<file path="src/logic/ppo_defines.vh">
// constants for the port B pin override block
// assumes plain verilog-2005 and inclusion by bare name
`ifndef PPO_DEFINES_VH
`define PPO_DEFINES_VH

`define PPO_NPINS         8
`define PPO_PU_PLAIN      3'b010
`define PPO_BIT_SS        7
`define PPO_BIT_PC6       6
`define PPO_BIT_SCK       5
`define PPO_BIT_MISO      4
`define PPO_BIT_MOSI      3
`define PPO_BIT_TCLK      2
`define PPO_BIT_T3MOD     1
`define PPO_BIT_T3CAP     0
`define PPO_RST_BYTE      8'h00

`endif

</file>
<file path="src/logic/ppo_port_b.v">
// port B pin override: registers, spi/timer/pin-change mapping, pads
// assumes pad inputs are asynchronous; peripherals run on clk
//
// How it works
// - pull-up override enable makes pull-up follow override value.
// - without override, pull-up on only when direction, latch, disable are 010.
// - direction override enable makes driver enable equal override value.
// - without direction override, driver enable comes from direction bit.
// - value override, driver on: pad level equals override value.
// - no value override, driver on: pad level equals latch bit.
// - toggle override enable inverts that pin's latch bit.
// - no input override: input enabled normally, clamped in deep sleep.
// - input override enable makes input enable equal override value.
// - alternate input taken before the port synchroniser; consumer syncs.
// - write strobes shared per port; sleep and disable shared; overrides per pin.
// - spi slave forces slave-select to input; active only while low.
// - spi master leaves slave-select direction to its direction bit.
// - forced spi input pins keep pull-up under latch bit control.
// - serial clock forced input as slave, direction bit as master.
// - miso forced input as master, direction bit as slave.
// - mosi forced input as slave, direction bit as master.
// - each port B pin n is pin-change source n.
// - direction one drives latch bit; direction zero makes an input.
// - writing one to an input-register bit inverts the latch bit.
`timescale 1ns/100ps
`include "ppo_defines.vh"

module ppo_port_b (
	input  wire       clk,
	input  wire       rst_n,
	input  wire       clk_en,
	input  wire       wr_dir,
	input  wire       wr_latch,
	input  wire       wr_toggle,
	input  wire [7:0] wr_data,
	input  wire       global_pullup_disable,
	input  wire       sleep_clamp,
	input  wire [7:0] pad_in,
	input  wire       spi_en,
	input  wire       spi_master,
	input  wire       spi_sck_out,
	input  wire       spi_slave_out,
	input  wire       spi_master_out,
	input  wire [7:0] pin_change_en,
	input  wire       timer3_mod_en,
	input  wire       timer3_modulator_out,
	input  wire [7:0] toggle_override_en,
	output reg  [7:0] pin_direction_bit,
	output reg  [7:0] pin_output_latch_bit,
	output reg  [7:0] pin_input_bit,
	output wire [7:0] pad_out,
	output wire [7:0] pad_oe,
	output wire [7:0] pad_pullup,
	output wire [7:0] pad_input_en,
	output wire [7:0] alt_digital_in,
	output wire       spi_slave_selected,
	output wire       spi_sck_in,
	output wire       spi_miso_in,
	output wire       spi_mosi_in,
	output wire       shared_timer_clock_in,
	output wire       timer3_capture_in
);

	// ****************************************
	// per-pin override sources
	// ****************************************
	wire       slave_mode;
	wire       master_mode;
	wire [7:0] pu_oe;
	wire [7:0] pu_ov;
	wire [7:0] dd_oe;
	wire [7:0] pv_oe;
	wire [7:0] pv_ov;
	wire [7:0] gated_in;
	wire [7:0] nonsleep_in;
	reg  [7:0] sync1_q;

	assign slave_mode  = spi_en & ~spi_master;
	assign master_mode = spi_en & spi_master;

	// forced inputs keep latch pull-up
	// the disable bit still wins, so a forced input never pulls up under it
	assign pu_ov = pin_output_latch_bit & {8{~global_pullup_disable}};

	// ****************************************
	// pin 7: spi slave select
	// ****************************************
	// overrides are separate per pin
	// slave select forced input as slave
	assign dd_oe[`PPO_BIT_SS] = slave_mode;
	assign pu_oe[`PPO_BIT_SS] = slave_mode;
	// never driven by the spi, so no value override
	assign pv_oe[`PPO_BIT_SS] = 1'b0;
	assign pv_ov[`PPO_BIT_SS] = 1'b0;

	// ****************************************
	// pin 6: pin-change source only
	// ****************************************
	// plain port pin: direction, latch and pull-up stay with software
	assign dd_oe[`PPO_BIT_PC6] = 1'b0;
	assign pu_oe[`PPO_BIT_PC6] = 1'b0;
	assign pv_oe[`PPO_BIT_PC6] = 1'b0;
	assign pv_ov[`PPO_BIT_PC6] = 1'b0;

	// ****************************************
	// pin 5: spi serial clock
	// ****************************************
	// serial clock forced input as slave
	assign dd_oe[`PPO_BIT_SCK] = slave_mode;
	assign pu_oe[`PPO_BIT_SCK] = slave_mode;
	// master drives the clock when its direction bit allows
	assign pv_oe[`PPO_BIT_SCK] = master_mode;
	assign pv_ov[`PPO_BIT_SCK] = spi_sck_out;

	// ****************************************
	// pin 4: spi master in, slave out
	// ****************************************
	// miso forced input as master
	assign dd_oe[`PPO_BIT_MISO] = master_mode;
	assign pu_oe[`PPO_BIT_MISO] = master_mode;
	// a slave answers here; software must set the direction bit
	assign pv_oe[`PPO_BIT_MISO] = slave_mode;
	assign pv_ov[`PPO_BIT_MISO] = spi_slave_out;

	// ****************************************
	// pin 3: spi master out, slave in
	// ****************************************
	// mosi forced input as slave
	assign dd_oe[`PPO_BIT_MOSI] = slave_mode;
	assign pu_oe[`PPO_BIT_MOSI] = slave_mode;
	// master data goes out only where the direction bit allows
	assign pv_oe[`PPO_BIT_MOSI] = master_mode;
	assign pv_ov[`PPO_BIT_MOSI] = spi_master_out;

	// ****************************************
	// pin 2: shared timer clock input
	// ****************************************
	// input only; software keeps the direction bit low for the timers
	assign dd_oe[`PPO_BIT_TCLK] = 1'b0;
	assign pu_oe[`PPO_BIT_TCLK] = 1'b0;
	assign pv_oe[`PPO_BIT_TCLK] = 1'b0;
	assign pv_ov[`PPO_BIT_TCLK] = 1'b0;

	// ****************************************
	// pin 1: timer3 modulator output
	// ****************************************
	// modulator takes the pad value; direction bit must be one
	assign dd_oe[`PPO_BIT_T3MOD] = 1'b0;
	assign pu_oe[`PPO_BIT_T3MOD] = 1'b0;
	assign pv_oe[`PPO_BIT_T3MOD] = timer3_mod_en;
	assign pv_ov[`PPO_BIT_T3MOD] = timer3_modulator_out;

	// ****************************************
	// pin 0: timer3 capture input
	// ****************************************
	// input only; the capture unit syncs it on its own
	assign dd_oe[`PPO_BIT_T3CAP] = 1'b0;
	assign pu_oe[`PPO_BIT_T3CAP] = 1'b0;
	assign pv_oe[`PPO_BIT_T3CAP] = 1'b0;
	assign pv_ov[`PPO_BIT_T3CAP] = 1'b0;

	// ****************************************
	// pin cells
	// ****************************************
	// combinational pad controls
	genvar gi;
	generate
		for (gi = 0; gi < `PPO_NPINS; gi = gi + 1) begin : g_pin
			ppo_pin_cell u_cell (
				.dir_bit              (pin_direction_bit[gi]),
				.latch_bit            (pin_output_latch_bit[gi]),
				.global_pullup_disable(global_pullup_disable),
				.sleep_clamp          (sleep_clamp),
				.pullup_override_en   (pu_oe[gi]),
				.pullup_override_val  (pu_ov[gi]),
				.dir_override_en      (dd_oe[gi]),
				.dir_override_val     (1'b0),
				.value_override_en    (pv_oe[gi]),
				.value_override_val   (pv_ov[gi]),
				.input_en_override_en (pin_change_en[gi]),
				.input_en_override_val(1'b1),
				.pullup_on            (pad_pullup[gi]),
				.drive_en             (pad_oe[gi]),
				.drive_val            (pad_out[gi]),
				.input_en             (pad_input_en[gi])
			);
		end
	endgenerate

	// ****************************************
	// alternate inputs
	// ****************************************
	// tapped before the synchroniser
	assign gated_in       = pad_in & pad_input_en;
	assign alt_digital_in = gated_in;
	assign nonsleep_in    = gated_in;

	// pin n is pin-change source n
	assign spi_slave_selected = slave_mode & ~gated_in[`PPO_BIT_SS];
	assign spi_sck_in         = gated_in[`PPO_BIT_SCK];
	assign spi_miso_in        = gated_in[`PPO_BIT_MISO];
	assign spi_mosi_in        = gated_in[`PPO_BIT_MOSI];
	assign shared_timer_clock_in = gated_in[`PPO_BIT_TCLK];
	assign timer3_capture_in     = gated_in[`PPO_BIT_T3CAP];

	// ****************************************
	// port registers
	// ****************************************
	// two flops guard the readback against pad metastability
	always @(posedge clk) begin
		if (!rst_n) begin
			sync1_q       <= `PPO_RST_BYTE;
			pin_input_bit <= `PPO_RST_BYTE;
		end else if (clk_en) begin
			sync1_q       <= nonsleep_in;
			pin_input_bit <= sync1_q;
		end
	end

	always @(posedge clk) begin
		if (!rst_n) begin
			pin_direction_bit <= `PPO_RST_BYTE;
		end else if (clk_en && wr_dir) begin
			pin_direction_bit <= wr_data;
		end
	end

	// next latch value: plain write first, then software and hardware
	// toggles; a toggle in the same cycle as a write flips the new value
	function [7:0] latch_next;
		input [7:0] cur;
		input       load;
		input       flip;
		input [7:0] data;
		input [7:0] hw_flip;
		begin
			latch_next = (load ? data : cur) ^
				(flip ? data : `PPO_RST_BYTE) ^ hw_flip;
		end
	endfunction

	always @(posedge clk) begin
		if (!rst_n) begin
			pin_output_latch_bit <= `PPO_RST_BYTE;
		end else if (clk_en) begin
			pin_output_latch_bit <= latch_next(pin_output_latch_bit,
				wr_latch, wr_toggle, wr_data, toggle_override_en);
		end
	end

endmodule // ppo_port_b

</file>
<file path="src/logic/ppo_pin_cell.v">
// one port pin: combinational override of pull-up, driver, value, input
// assumes register bits and overrides arrive on the module clock
`timescale 1ns/100ps

module ppo_pin_cell (
	input  wire dir_bit,
	input  wire latch_bit,
	input  wire global_pullup_disable,
	input  wire sleep_clamp,
	input  wire pullup_override_en,
	input  wire pullup_override_val,
	input  wire dir_override_en,
	input  wire dir_override_val,
	input  wire value_override_en,
	input  wire value_override_val,
	input  wire input_en_override_en,
	input  wire input_en_override_val,
	output wire pullup_on,
	output wire drive_en,
	output wire drive_val,
	output wire input_en
);

	assign pullup_on = pullup_override_en ? pullup_override_val :
		({dir_bit, latch_bit, global_pullup_disable} == `PPO_PU_PLAIN);

	assign drive_en = dir_override_en ? dir_override_val : dir_bit;

	assign drive_val = value_override_en ? value_override_val : latch_bit;

	assign input_en = input_en_override_en ? input_en_override_val :
		~sleep_clamp;

endmodule // ppo_pin_cell

</file>
<file path="config.mk">
export PLATFORM = sky130hd
export DESIGN_NAME = ppo_port_b
export DESIGN_NICKNAME = d
export VERILOG_FILES = /design/src/logic/ppo_port_b.v /design/src/logic/ppo_pin_cell.v
export VERILOG_INCLUDE_DIRS = /design/src /design/src/logic
export SDC_FILE = /design/constraint.sdc
export NUM_CORES = 1
export LEC_CHECK = 0
export BUFFER_PORTS_ARGS = -buffer_cell sky130_fd_sc_hd__buf_2
export CAP_MARGIN = 20
export CORE_MARGIN = 1
export CORE_UTILIZATION = 41
export CTS_CLUSTER_DIAMETER = 80
export DETAILED_ROUTE_END_ITERATION = 16
export PLACE_DENSITY_LB_ADDON = 0.3
export SKIP_CTS_REPAIR_TIMING = 1
export SYNTH_ARGS = -nofsm -noshare
export SYNTH_HDL_FRONTEND = slang
export SYNTH_HIERARCHICAL = 1
export SYNTH_SLANG_ARGS = --single-unit
</file>
<file path="constraint.sdc">
create_clock -name clk -period 1.3 [get_ports clk]
set_input_delay 0.195 -clock clk [delete_from_list [all_inputs] [get_ports clk]]
set_output_delay 0.195 -clock clk [all_outputs]
set_load 0.005 [all_outputs]
</file>
==> Word-level counts from Yosys, hierarchy flattened <==
Cells that the tools add are included.
{ "totals": {"romBits": 0, "wordCells": 46, "n_memories": 0, "reg_bits": 32, "in_bits": 47, "mem_bits_rw": 0, "latchBits": 0} }
{ "classes": {"add_sub_neg": 0, "mul": 0, "n_bitwise": 11, "magnitude_cmp": 0, "n_div": 0, "reduce_logical": 1, "mux": 22, "n_eq_ne": 8, "shift": 0} }
{ "op_table": {"columns": ["cell", "count"], "rows": [
  ["$eq 3x2->1 const B", 8],
  ["$mux 1", 20],
  ["$and 8x8->8", 2],
  ["$mux 8", 2],
  ["$xor 8x8->8", 2],
  ["$not 1->1", 4],
  ["$and 1x1->1", 3],
  ["$logic_and 1x1->1", 1]
]} }

==> Depth between registers and ports, before layout <==
Gate-level depths: netlist of the first run.
{ "logic_depth": {"ltp_word": 5, "depth_mapped": 6, "ltp_nobuf": 5} }

==> Modules after synthesis <==
Netlist of the first run, hierarchy kept.
{ "modules_own_cells": {"columns": ["module", "cells_each", "area_per_inst_um2", "n_inst", "seq_area_each_um2"], "rows": [
  ["ppo_port_b", 203, 1742.9, 1, 640.6],
  ["ppo_pin_cell", 8, 52.6, 8, 0.0]
]} }

==> Worst setup path after synthesis of the first run <==
OpenSTA, ideal clock, no wires.
{ "synth_timing": {"path_type": "input to output", "from": "in spi_en", "to": "out pad_oe[3]", "arrival_time_ns": 1.157, "cell_stages": 2, "path_slack_ns": -0.052, "cell_sequence": "nor2b_1 -> mux2_2"} }
{ "synth_via": {"elab_chain_cells": 2} }
{ "synth_lines": {"columns": ["element", "line", "source"], "rows": [
  ["start, declared", "ppo_port_b.v:39", "input wire spi_en,"],
  ["$and 1x1->1", "ppo_port_b.v:78", "assign slave_mode = spi_en & ~spi_master;"],
  ["$mux 1", "ppo_pin_cell.v:27", "assign drive_en = dir_override_en ? dir_override_val : dir_bit;"],
  ["end, declared", "ppo_port_b.v:52", "output wire [7:0] pad_oe,"]
]} }
No other way between the ends.

==> Final worst setup path of the first run <==
{ "layout_timing": {"from": "reg pin_output_latch_bit[3]", "to": "out pad_pullup[3]"} }
{ "layout_via": {"elab_chain_cells": 2, "elab_cells_between_ends": 3} }
{ "layout_lines": {"columns": ["element", "line", "source"], "rows": [
  ["start, declared", "ppo_port_b.v:49", "output reg [7:0] pin_output_latch_bit,"],
  ["start signal, assigned", "ppo_port_b.v:244", "pin_output_latch_bit <= `PPO_RST_BYTE;"],
  ["start signal, assigned", "ppo_port_b.v:246", "pin_output_latch_bit <= latch_next(pin_output_latch_bit,"],
  ["$eq 3x2->1 (no line) or $and 8x8->8 (tied branches)", null, null],
  ["$mux 1 (*)", "ppo_pin_cell.v:24", "assign pullup_on = pullup_override_en ? pullup_override_val :"],
  ["end, declared", "ppo_port_b.v:53", "output wire [7:0] pad_pullup,"]
]} }
Mark *: on every way between the ends. The rest lies on a longest branch, timed or not.

==> metrics.txt, run 1 <==
outcome complete, but fails checks; failing checks negative setup slack; WS Path Type reg2out; CP Launch Type register; r2r endpoint pin_output_latch_bit[7]; first-pass GRT wire length between 7000 and 8000 µm; Post-Synth Adder-Cell Area 0; clk slew on worst S/H paths approximately 0.06 ns; routed vias approximately 2300; Arr. time, crit path ~1.1 ns; Die H between 70 and 80 µm; CTS Buf Count 5; P_leak around 1.6 nW; Critical Path End pad_pullup[3]; worst-skew pair later-pin latency roughly 0.28 ns; vias in the first global route 1769; synthesized cell area roughly 2200 µm²; Top-Level Pins 117; critical path required time 1.11 ns; CTS H-Tree Depth 2; Hold Path Class in2reg; synth unique cells 28; largest net degree at the start of global routing 33; maxcap violations 0; ANT cells 0; IO Port Bufs 116; synth warn 6; CTS tree yes; worst vdd ir roughly 0.50 mV; Synth Instances around 270; post-layout min period approximately 1.3 ns; DIE WIDTH 74.6 µm; RSZ-0062 raised after global routing true; Layout Skew between 0.005 and 0.006 ns; 1st-iter DRT viols 71; mux contribution to synthesized area 0.148; f_max 0.750 GHz; synthesis-to-layout area growth 44.7%; RR Startpoint pin_output_latch_bit[7]; initial antenna violation count 0; ratio of cells with drive above 1 in the final layout 0.406; total die area between 5000 and 6000 µm²; final WL around 5400 µm; GP Congestion about 0.80; Finished Layout Cells just under 500; # setup viols final 2; Fillers between 400 and 500; Worst Slack Setup Final -0.0328 ns; drt wl/cell 10.9 µm; DR DRC count 0; Cells after DPL between 400 and 500; Pre-antenna DRT Iters 4; FF+latch count, synth 32; largest family of logic cells by synthesized area simple AND/OR/NAND/NOR gates; Post-Synth Simple-Gate Area 0.243; R2R Setup Slk roughly 0.26 ns; register area share after synthesis 0.296; Worst Setup SP pin_output_latch_bit[3]; worst r2r path cells 4; clock root cell clkbuf_8; XOR/XNOR Fraction of Synth Area 0.0364; PwrDens 859 nW/µm²; final core occ 0.613; Crit. End Element output port; grt ovf 0; CTS max path bufs 2; GRT Overall Usage 0.181; Synth Area per Inst around 8.1 µm²; core area between 5000 and 6000 µm²; post-place setup slack approximately 0.020 ns; Final Hold Fails 0; DRT antenna net count 0; nets approximately 470; Rows 26; post-route clock period utilization 1.03; Initial Utilization 0.424; CTS sink count 32; Detail Placement HPWL ~4200 µm; compound-gate portion of the synthesized area 0.207; Worst Path Max Fanout 4; Vias/cell 4.69; Slew Viols, Final 0
[cells in the mapped netlist (all sizes together)]
master	n	area, µm²
o21ai	38	190
nand2	34	128
dfxtp	32	641
nor2b	27	169
mux2i	23	230
nand3	15	75.1
buf	12	83.8
and2	9	56.3
xor2	9	78.8
a21boi	8	60.1
inv	8	30.0
mux2	8	90.1
o41ai	8	130
a31oi	7	43.8
clkbuf	7	28.8
nand2b	7	43.8
nor2	7	26.3
conb	2	7.51
a21oi	1	5.00
a31o	1	8.76
and4b	1	10.0
nor3b	1	7.51
nor4bb	1	10.0
o311a	1	10.0
[power by group]
| group | internal (mW) | total [mW] | leakage [nW] | switching, mW |
|---|---|---|---|---|
| Sequential | 1.03 | 1.08 | 0.266 | 0.0449 |
| Clock | 0.568 | 0.930 | 0.0552 | 0.362 |
| Combinational | 0.349 | 0.682 | 1.28 | 0.333 |
[metal layers]
layer,global-route usage,up-vias,share of wire
li1,-,1197,-
met1,0.223,1030,0.44
met2,0.295,87,0.46
met3,0.0469,12,0.075
met4,0.0860,0,0.020
met5,0,-,0
[registers in the layout (all words and copies together), names as in the netlist]
register and count:
pin_output_latch_bit 8, pin_direction_bit 8, pin_input_bit 8, sync1_q 8
[stage by stage]
| stage | hold slack [ns] | power (mW) | TNS [ns] | area, µm² |
|---|---|---|---|---|
| floorplan | 0.349 | 1.46 | 0 | 2310 |
| global placement | 0.492 | 1.73 | 0 | 2950 |
| detailed placement | 0.499 | 1.75 | 0 | 2950 |
| CTS | 0.223 | 2.68 | -1.07 | 3060 |
| global route | 0.232 | 2.86 | -0.427 | 3130 |
| finish | 0.219 | 2.69 | -0.0439 | 3130 |
[cells in the final DEF, fill, tap and decap left out, types with 2 or more instances in the layout]
cell	instances
and2_1	9
dfxtp_4	3
o21ai_1	2
nor2b_1	26
o21ai_0	36
xor2_1	9
nand2_1	34
clkbuf_8	5
buf_2	116
nand3_1	15
a21boi_0	8
nand2b_1	7
inv_2	6
buf_4	15
dfxtp_2	6
nor2_1	7
dfxtp_1	23
mux2_2	8
a31oi_1	7
o41ai_2	8
mux2i_1	23
conb_1	40
[kinds of logic after synthesis]
family,after synthesis
AOI/OAI and AO/OA,64
other,2
and+or+nand+nor,102
DFF,32
xor gates and xnor gates,9
muxes,31
buffers and inverters,27
[how the worst min path moves through the flow]
stage | start | end | slack, ns | cells past startpoint
after detailed placement | pin_input_bit[3] | pin_input_bit[3] | 0.50 | 2
after CTS | wr_data[4] | pin_direction_bit[4] | 0.22 | 3
after global placement | pin_input_bit[5] | pin_input_bit[5] | 0.49 | 2
final | wr_data[4] | pin_direction_bit[4] | 0.22 | 3
after floorplan | rst_n | pin_direction_bit[0] | 0.35 | 1
after global routing | wr_data[6] | pin_direction_bit[6] | 0.23 | 3
[final cells by class]
cell class	count	area, µm²	area share
multi-input combinational	246	1530	0.489
clock buffer	6	72.6	0.0232
inverter	8	32.5	0.0104
timing repair buffer	132	713	0.228
sequential	32	659	0.211
tap	70	87.6	0.0280
clock inverter	2	35.0	0.0112
[critical path, cell delays in order (launching register included)]
cell,delay (ns)
dfxtp_4,0.37
inv_4,0.04
o41ai_2,0.30
buf_2,0.15
(Power assumes the default switching activity.)
==> run 2, diff against run 1 <==
Settings changed: SYNTH_HIERARCHICAL 1 to default.
==> metrics.txt, run 2 <==
outcome completed; Top-Level Pins ~120; drt wl/cell 11.7 µm; CTS tree yes; GRT Overall Usage 0.163; Synth top area share 0.295; worst vdd ir about 0.44 mV; Fillers a little over 500; FF+latch count, synth 32; Rows 26; largest cells by area after synthesis dfxtp_1, buf_4, mux2i_1; CTS sink count 32; synth warn 0; P_leak 1.23 nW; # setup viols final 0; total die area 5590 µm²; f_max between 0.8 and 0.9 GHz; Crit path largest cell delay ~0.33 ns; post-place setup slack about 0.08 ns; Design Area, Final roughly 2500 µm²; grt ovf 0; Critical Path End pad_pullup[5]; Initial Utilization 0.425; Stages on worst setup path 3; commonest non-fill, non-tap cell in the layout buf_2; IO Port Bufs approximately 120; Synth area leader dfxtp_1; cell family with most CP delay flip-flops; critical path's slowest cell dfxtp_2; Fin Setup TNS 0 ns; critical path cell sequence and2_1, nor3b_1, buf_2; post-layout min period 1.24 ns; core area slightly above 5000 µm²; Worst Setup SP pin_direction_bit[5]; largest net degree at the start of global routing 26; WS Path Type reg2out; nets around 370; initial antenna violation count 0; Vias/cell between 4 and 5; Final Hold Fails 0; Crit. End Element output port; Synth Flop Type dfxtp_1; register area share after synthesis 0.295; CTS H-Tree Depth 2; Pre-antenna DRT Iters 4; DIE WIDTH 74.8 µm; first-pass GRT wire length approximately 6800 µm; Worst slew margin 0.701; final WL 4620 µm; commonest non-fill, non-tap cells in the layout buf_2, dfxtp_1, o21ai_0; synthesis-to-layout area growth 15.2%; RSZ-0062 raised after global routing false; synth unique cells 23; Post-synth EDFFs 0; maxcap violations 0; clk slew on worst S/H paths approximately 0.07 ns; Hold Path Class in2reg; Synth Area per Inst ~8.2 µm²; r2r endpoint pin_output_latch_bit[4]; RR Startpoint pin_output_latch_bit[4]; ratio of cells with drive above 1 in the final layout 0.423; Detail Placement HPWL roughly 3400 µm; Async SR Flop Fraction 0; post-route clock period utilization 0.951; Die H between 70 and 80 µm; top cells by count, synth buf_4, dfxtp_1, o21ai_0, a21oi_1, nand2_1; 1st-iter DRT viols 91; Least-Margin Pin Slew roughly 0.45 ns; CTS max path bufs 2; worst-skew pair later-pin latency 0.28 ns; Synth Instances roughly 270; critical path required time 1.11 ns; CP Launch Type register; CTS Buf Count 5; DP Area roughly 2400 µm²; worst r2r path cells 3; ANT cells 0; vias in the first global route roughly 1500; CP bufs+invs 1; WHS Path Cells 3; Layout Skew between 0.001 and 0.0015 ns; Worst Slack Setup Final 0.0641 ns; GP Congestion slightly below 0.7; DRT antenna net count 0; R2R Setup Slk approximately 0.3 ns; Slew Viols, Final 0; synthesized cell area roughly 2200 µm²; Arr. time, crit path around 1.0 ns; routed vias roughly 1900; Worst Path Max Fanout 3; clock root cell clkbuf_8; PwrDens between 900 and 1000 nW/µm²; Syn Nets approximately 310; most frequent cell after synthesis buf_4; DR DRC count 0
## run 2: cell types whose count changed after synthesis, moves of 10 or more
cell,delta
a21oi_1,+21
buf_4,+47
nand2_1,-16
nand2b_1,+10
nor2b_1,-27
o21ai_0,-14
## run 2: kinds of logic after synthesis
logic type | Yosys count | share of synthesized area
XOR/XNOR | 8 | 0.0323
flip-flops | 32 | 0.295
multiplexers | 20 | 0.0945
AND/OR/NAND/NOR | 82 | 0.199
AO/OA/AOI/OAI | 55 | 0.153
buffers and inverters | 69 | 0.226
## run 2: power breakdown
group / internal [mW] / switching, mW
Combinational: 0.269 / 0.259
Sequential: 1.03 / 0.0413
Clock: 0.422 / 0.367
Total: 1.73 / 0.667
## run 2: routing by layer
layer	track usage	vias to the layer above	wire, µm
li1	-	975	-
met1	0.206	843	2170
met2	0.271	86	2100
met3	0.0361	8	284
met4	0.0629	0	67
met5	0	-	0
## run 2: final cells by class
cell class,count,area (µm²),share of cell area
Clock buffer,6,82.6,0.0330
Clock inverter,2,10.0,0.00400
Inverter,2,7.51,0.00300
Multi-Input combinational cell,165,1050,0.422
Sequential cell,32,642,0.257
Tap cell,70,87.6,0.0350
Timing Repair Buffer,119,616,0.246
## run 2: worst register-to-register path, cell delays in order, from the launching register on
cell and delay [ns]:
dfxtp_1 0.38, o21ai_0 0.13, a221oi_2 0.27, a211oi_1 0.10
## run 2: how the worst min path moves through the flow
stage | from | end | slack [ns]
finish | wr_data[5] | pin_direction_bit[5] | 0.21
global route | wr_data[5] | pin_direction_bit[5] | 0.20
CTS | wr_data[2] | pin_direction_bit[2] | 0.21
detailed placement | sync1_q[4] | sync1_q[4] | 0.46
global placement | pin_direction_bit[7] | pin_direction_bit[7] | 0.46
floorplan | wr_data[7] | pin_direction_bit[7] | 0.36
## run 2: per-stage QoR
step / util / instances / hold WS (ns) / total power [mW]
2_1_floorplan: - / 266 / 0.356 / 1.51
3_3_place_gp: 0.468 / 388 / 0.456 / 1.62
3_5_place_dp: 0.468 / 388 / 0.462 / 1.63
4_1_cts: 0.486 / 396 / 0.206 / 2.42
5_1_grt: 0.489 / 396 / 0.202 / 2.54
6_report: 0.489 / 396 / 0.210 / 2.39
==> run 3, diff against run 2 <==
==> constraint.sdc (replaced) <==
create_clock -name clk -period 1.3 [get_ports clk]
set_input_delay 0.065 -clock clk [delete_from_list [all_inputs] [get_ports clk]]
set_output_delay 0.065 -clock clk [all_outputs]
set_load 0.005 [all_outputs]
==> metrics.txt, run 3 (synthesized netlist as in run 2, its figures left out) <==
outcome completed; Worst Path Max Fanout 3; Worst slew margin 0.716; post-layout min period 1.10 ns; Initial Utilization 0.425; Crit. End Element output port; CTS tree yes; CP Launch Type register; Rows 26; f_max approximately 0.9 GHz; CTS sink count 32; RSZ-0062 raised after global routing false; largest net degree at the start of global routing 26; post-route clock period utilization 0.849; critical path's slowest cell dfxtp_1; hold_ws about 0.094 ns; GRT Overall Usage 0.165; Hold Path Class in2reg; critical path cell sequence and2_1, nor3b_1, buf_2; first-pass GRT wire length 7100 µm; maxcap violations 0; Vias/cell approximately 4.9; DR DRC count 0; CTS Buf Count 5; cell family with most CP delay flip-flops; Finished Layout Cells 396; final core occ 0.485; Top-Level Pins approximately 120; # setup viols final 0; Fin Setup TNS 0 ns; Fillers slightly above 500; DRT antenna net count 0; drt wl/cell about 12 µm; initial antenna violation count 0; CP bufs+invs 1; core area 5110 µm²; ratio of cells with drive above 1 in the final layout 0.408; critical path required time ~1.2 ns; DIE WIDTH 74.8 µm; Layout Skew ~0.00074 ns; area of the multi-input gates a little over 1000 µm²; synthesis-to-layout area growth 14.1%; worst-skew pair later-pin latency 0.28 ns; Die H 74.8 µm; Detail Placement HPWL ~3500 µm; Pre-antenna DRT Iters 4; nets between 300 and 400; Final Hold Fails 0; clk slew on worst S/H paths roughly 0.060 ns; Slew Viols, Final 0; worst vdd ir ~0.46 mV; P_leak approximately 1.2 nW; routed vias ~1900; WS Path Type reg2out; Arr. time, crit path between 1 and 1.5 ns; Cells after DPL between 300 and 400; register area about 640 µm²; commonest non-fill, non-tap cell in the layout buf_2; Crit path largest cell delay ~0.32 ns; GP Congestion approximately 0.7; ANT cells 0; total die area roughly 5600 µm²; clock root cell clkbuf_8; CTS max path bufs 2; CTS H-Tree Depth 2; IO Port Bufs about 120; commonest non-fill, non-tap cells in the layout buf_2, dfxtp_1, o21ai_0; final WL between 4000 and 5000 µm; PwrDens between 900 and 1000 nW/µm²; grt ovf 0; 1st-iter DRT viols 76; vias in the first global route between 1500 and 2000; Least-Margin Pin Slew about 0.42 ns
==> run 3: power breakdown <==
group          total [mW]  internal [mW]  switching, mW  leakage [nW]
clock network       0.702          0.363          0.339        0.0410
registers            1.08           1.03         0.0422         0.262
logic               0.528          0.269          0.259         0.915
total                2.31           1.67          0.640          1.22
==> run 3: final timing paths <==
kind / startpoint / to / slack [ns] / cells past startpoint
worst min register to register: sync1_q[1] / sync1_q[1] / 0.47 / 2
worst min-delay path: wr_data[2] / pin_direction_bit[2] / 0.09 / 3
worst max-delay path: pin_direction_bit[4] / pad_pullup[4] / 0.20 / 3
worst max register to register: pin_output_latch_bit[4] / pin_output_latch_bit[4] / 0.31 / 3
==> run 3: layout make-up <==
class | instances | share of cell area
repair buffers | 120 | 0.252
well taps | 70 | 0.0354
inverters | 2 | 0.00303
clock buffers | 6 | 0.0293
clock inverters | 1 | 0.00202
flip-flops and latches | 32 | 0.259
multi-input cells | 165 | 0.420
==> run 3: worst reg2reg max path, delay by kind of cell (launching register included) <==
family | cells | cell delay, ns
flip-flops | 1 | 0.38
AO/OA/AOI/OAI | 3 | 0.48
==> run 3: metal layers <==
metal | wire length [µm] | part of all wire | vias to the layer above | GRT usage
met3 | 379 | 0.081 | 5 | 0.0509
met2 | 2180 | 0.47 | 86 | 0.284
li1 | - | - | 971 | -
met5 | 0 | 0 | - | 0
met4 | 46 | 0.0099 | 0 | 0.0440
met1 | 2050 | 0.44 | 864 | 0.200
==> run 3: per-stage QoR <==
stage                     instance area, µm²  total power [mW]  setup WS (ns)
final                                   2480              2.31          0.196
after detailed placement                2400              1.63          0.234
after CTS                               2480              2.34          0.179
after global placement                  2400              1.62          0.274
after global routing                    2480              2.47         0.0866
after floorplan                         2170              1.51          0.386
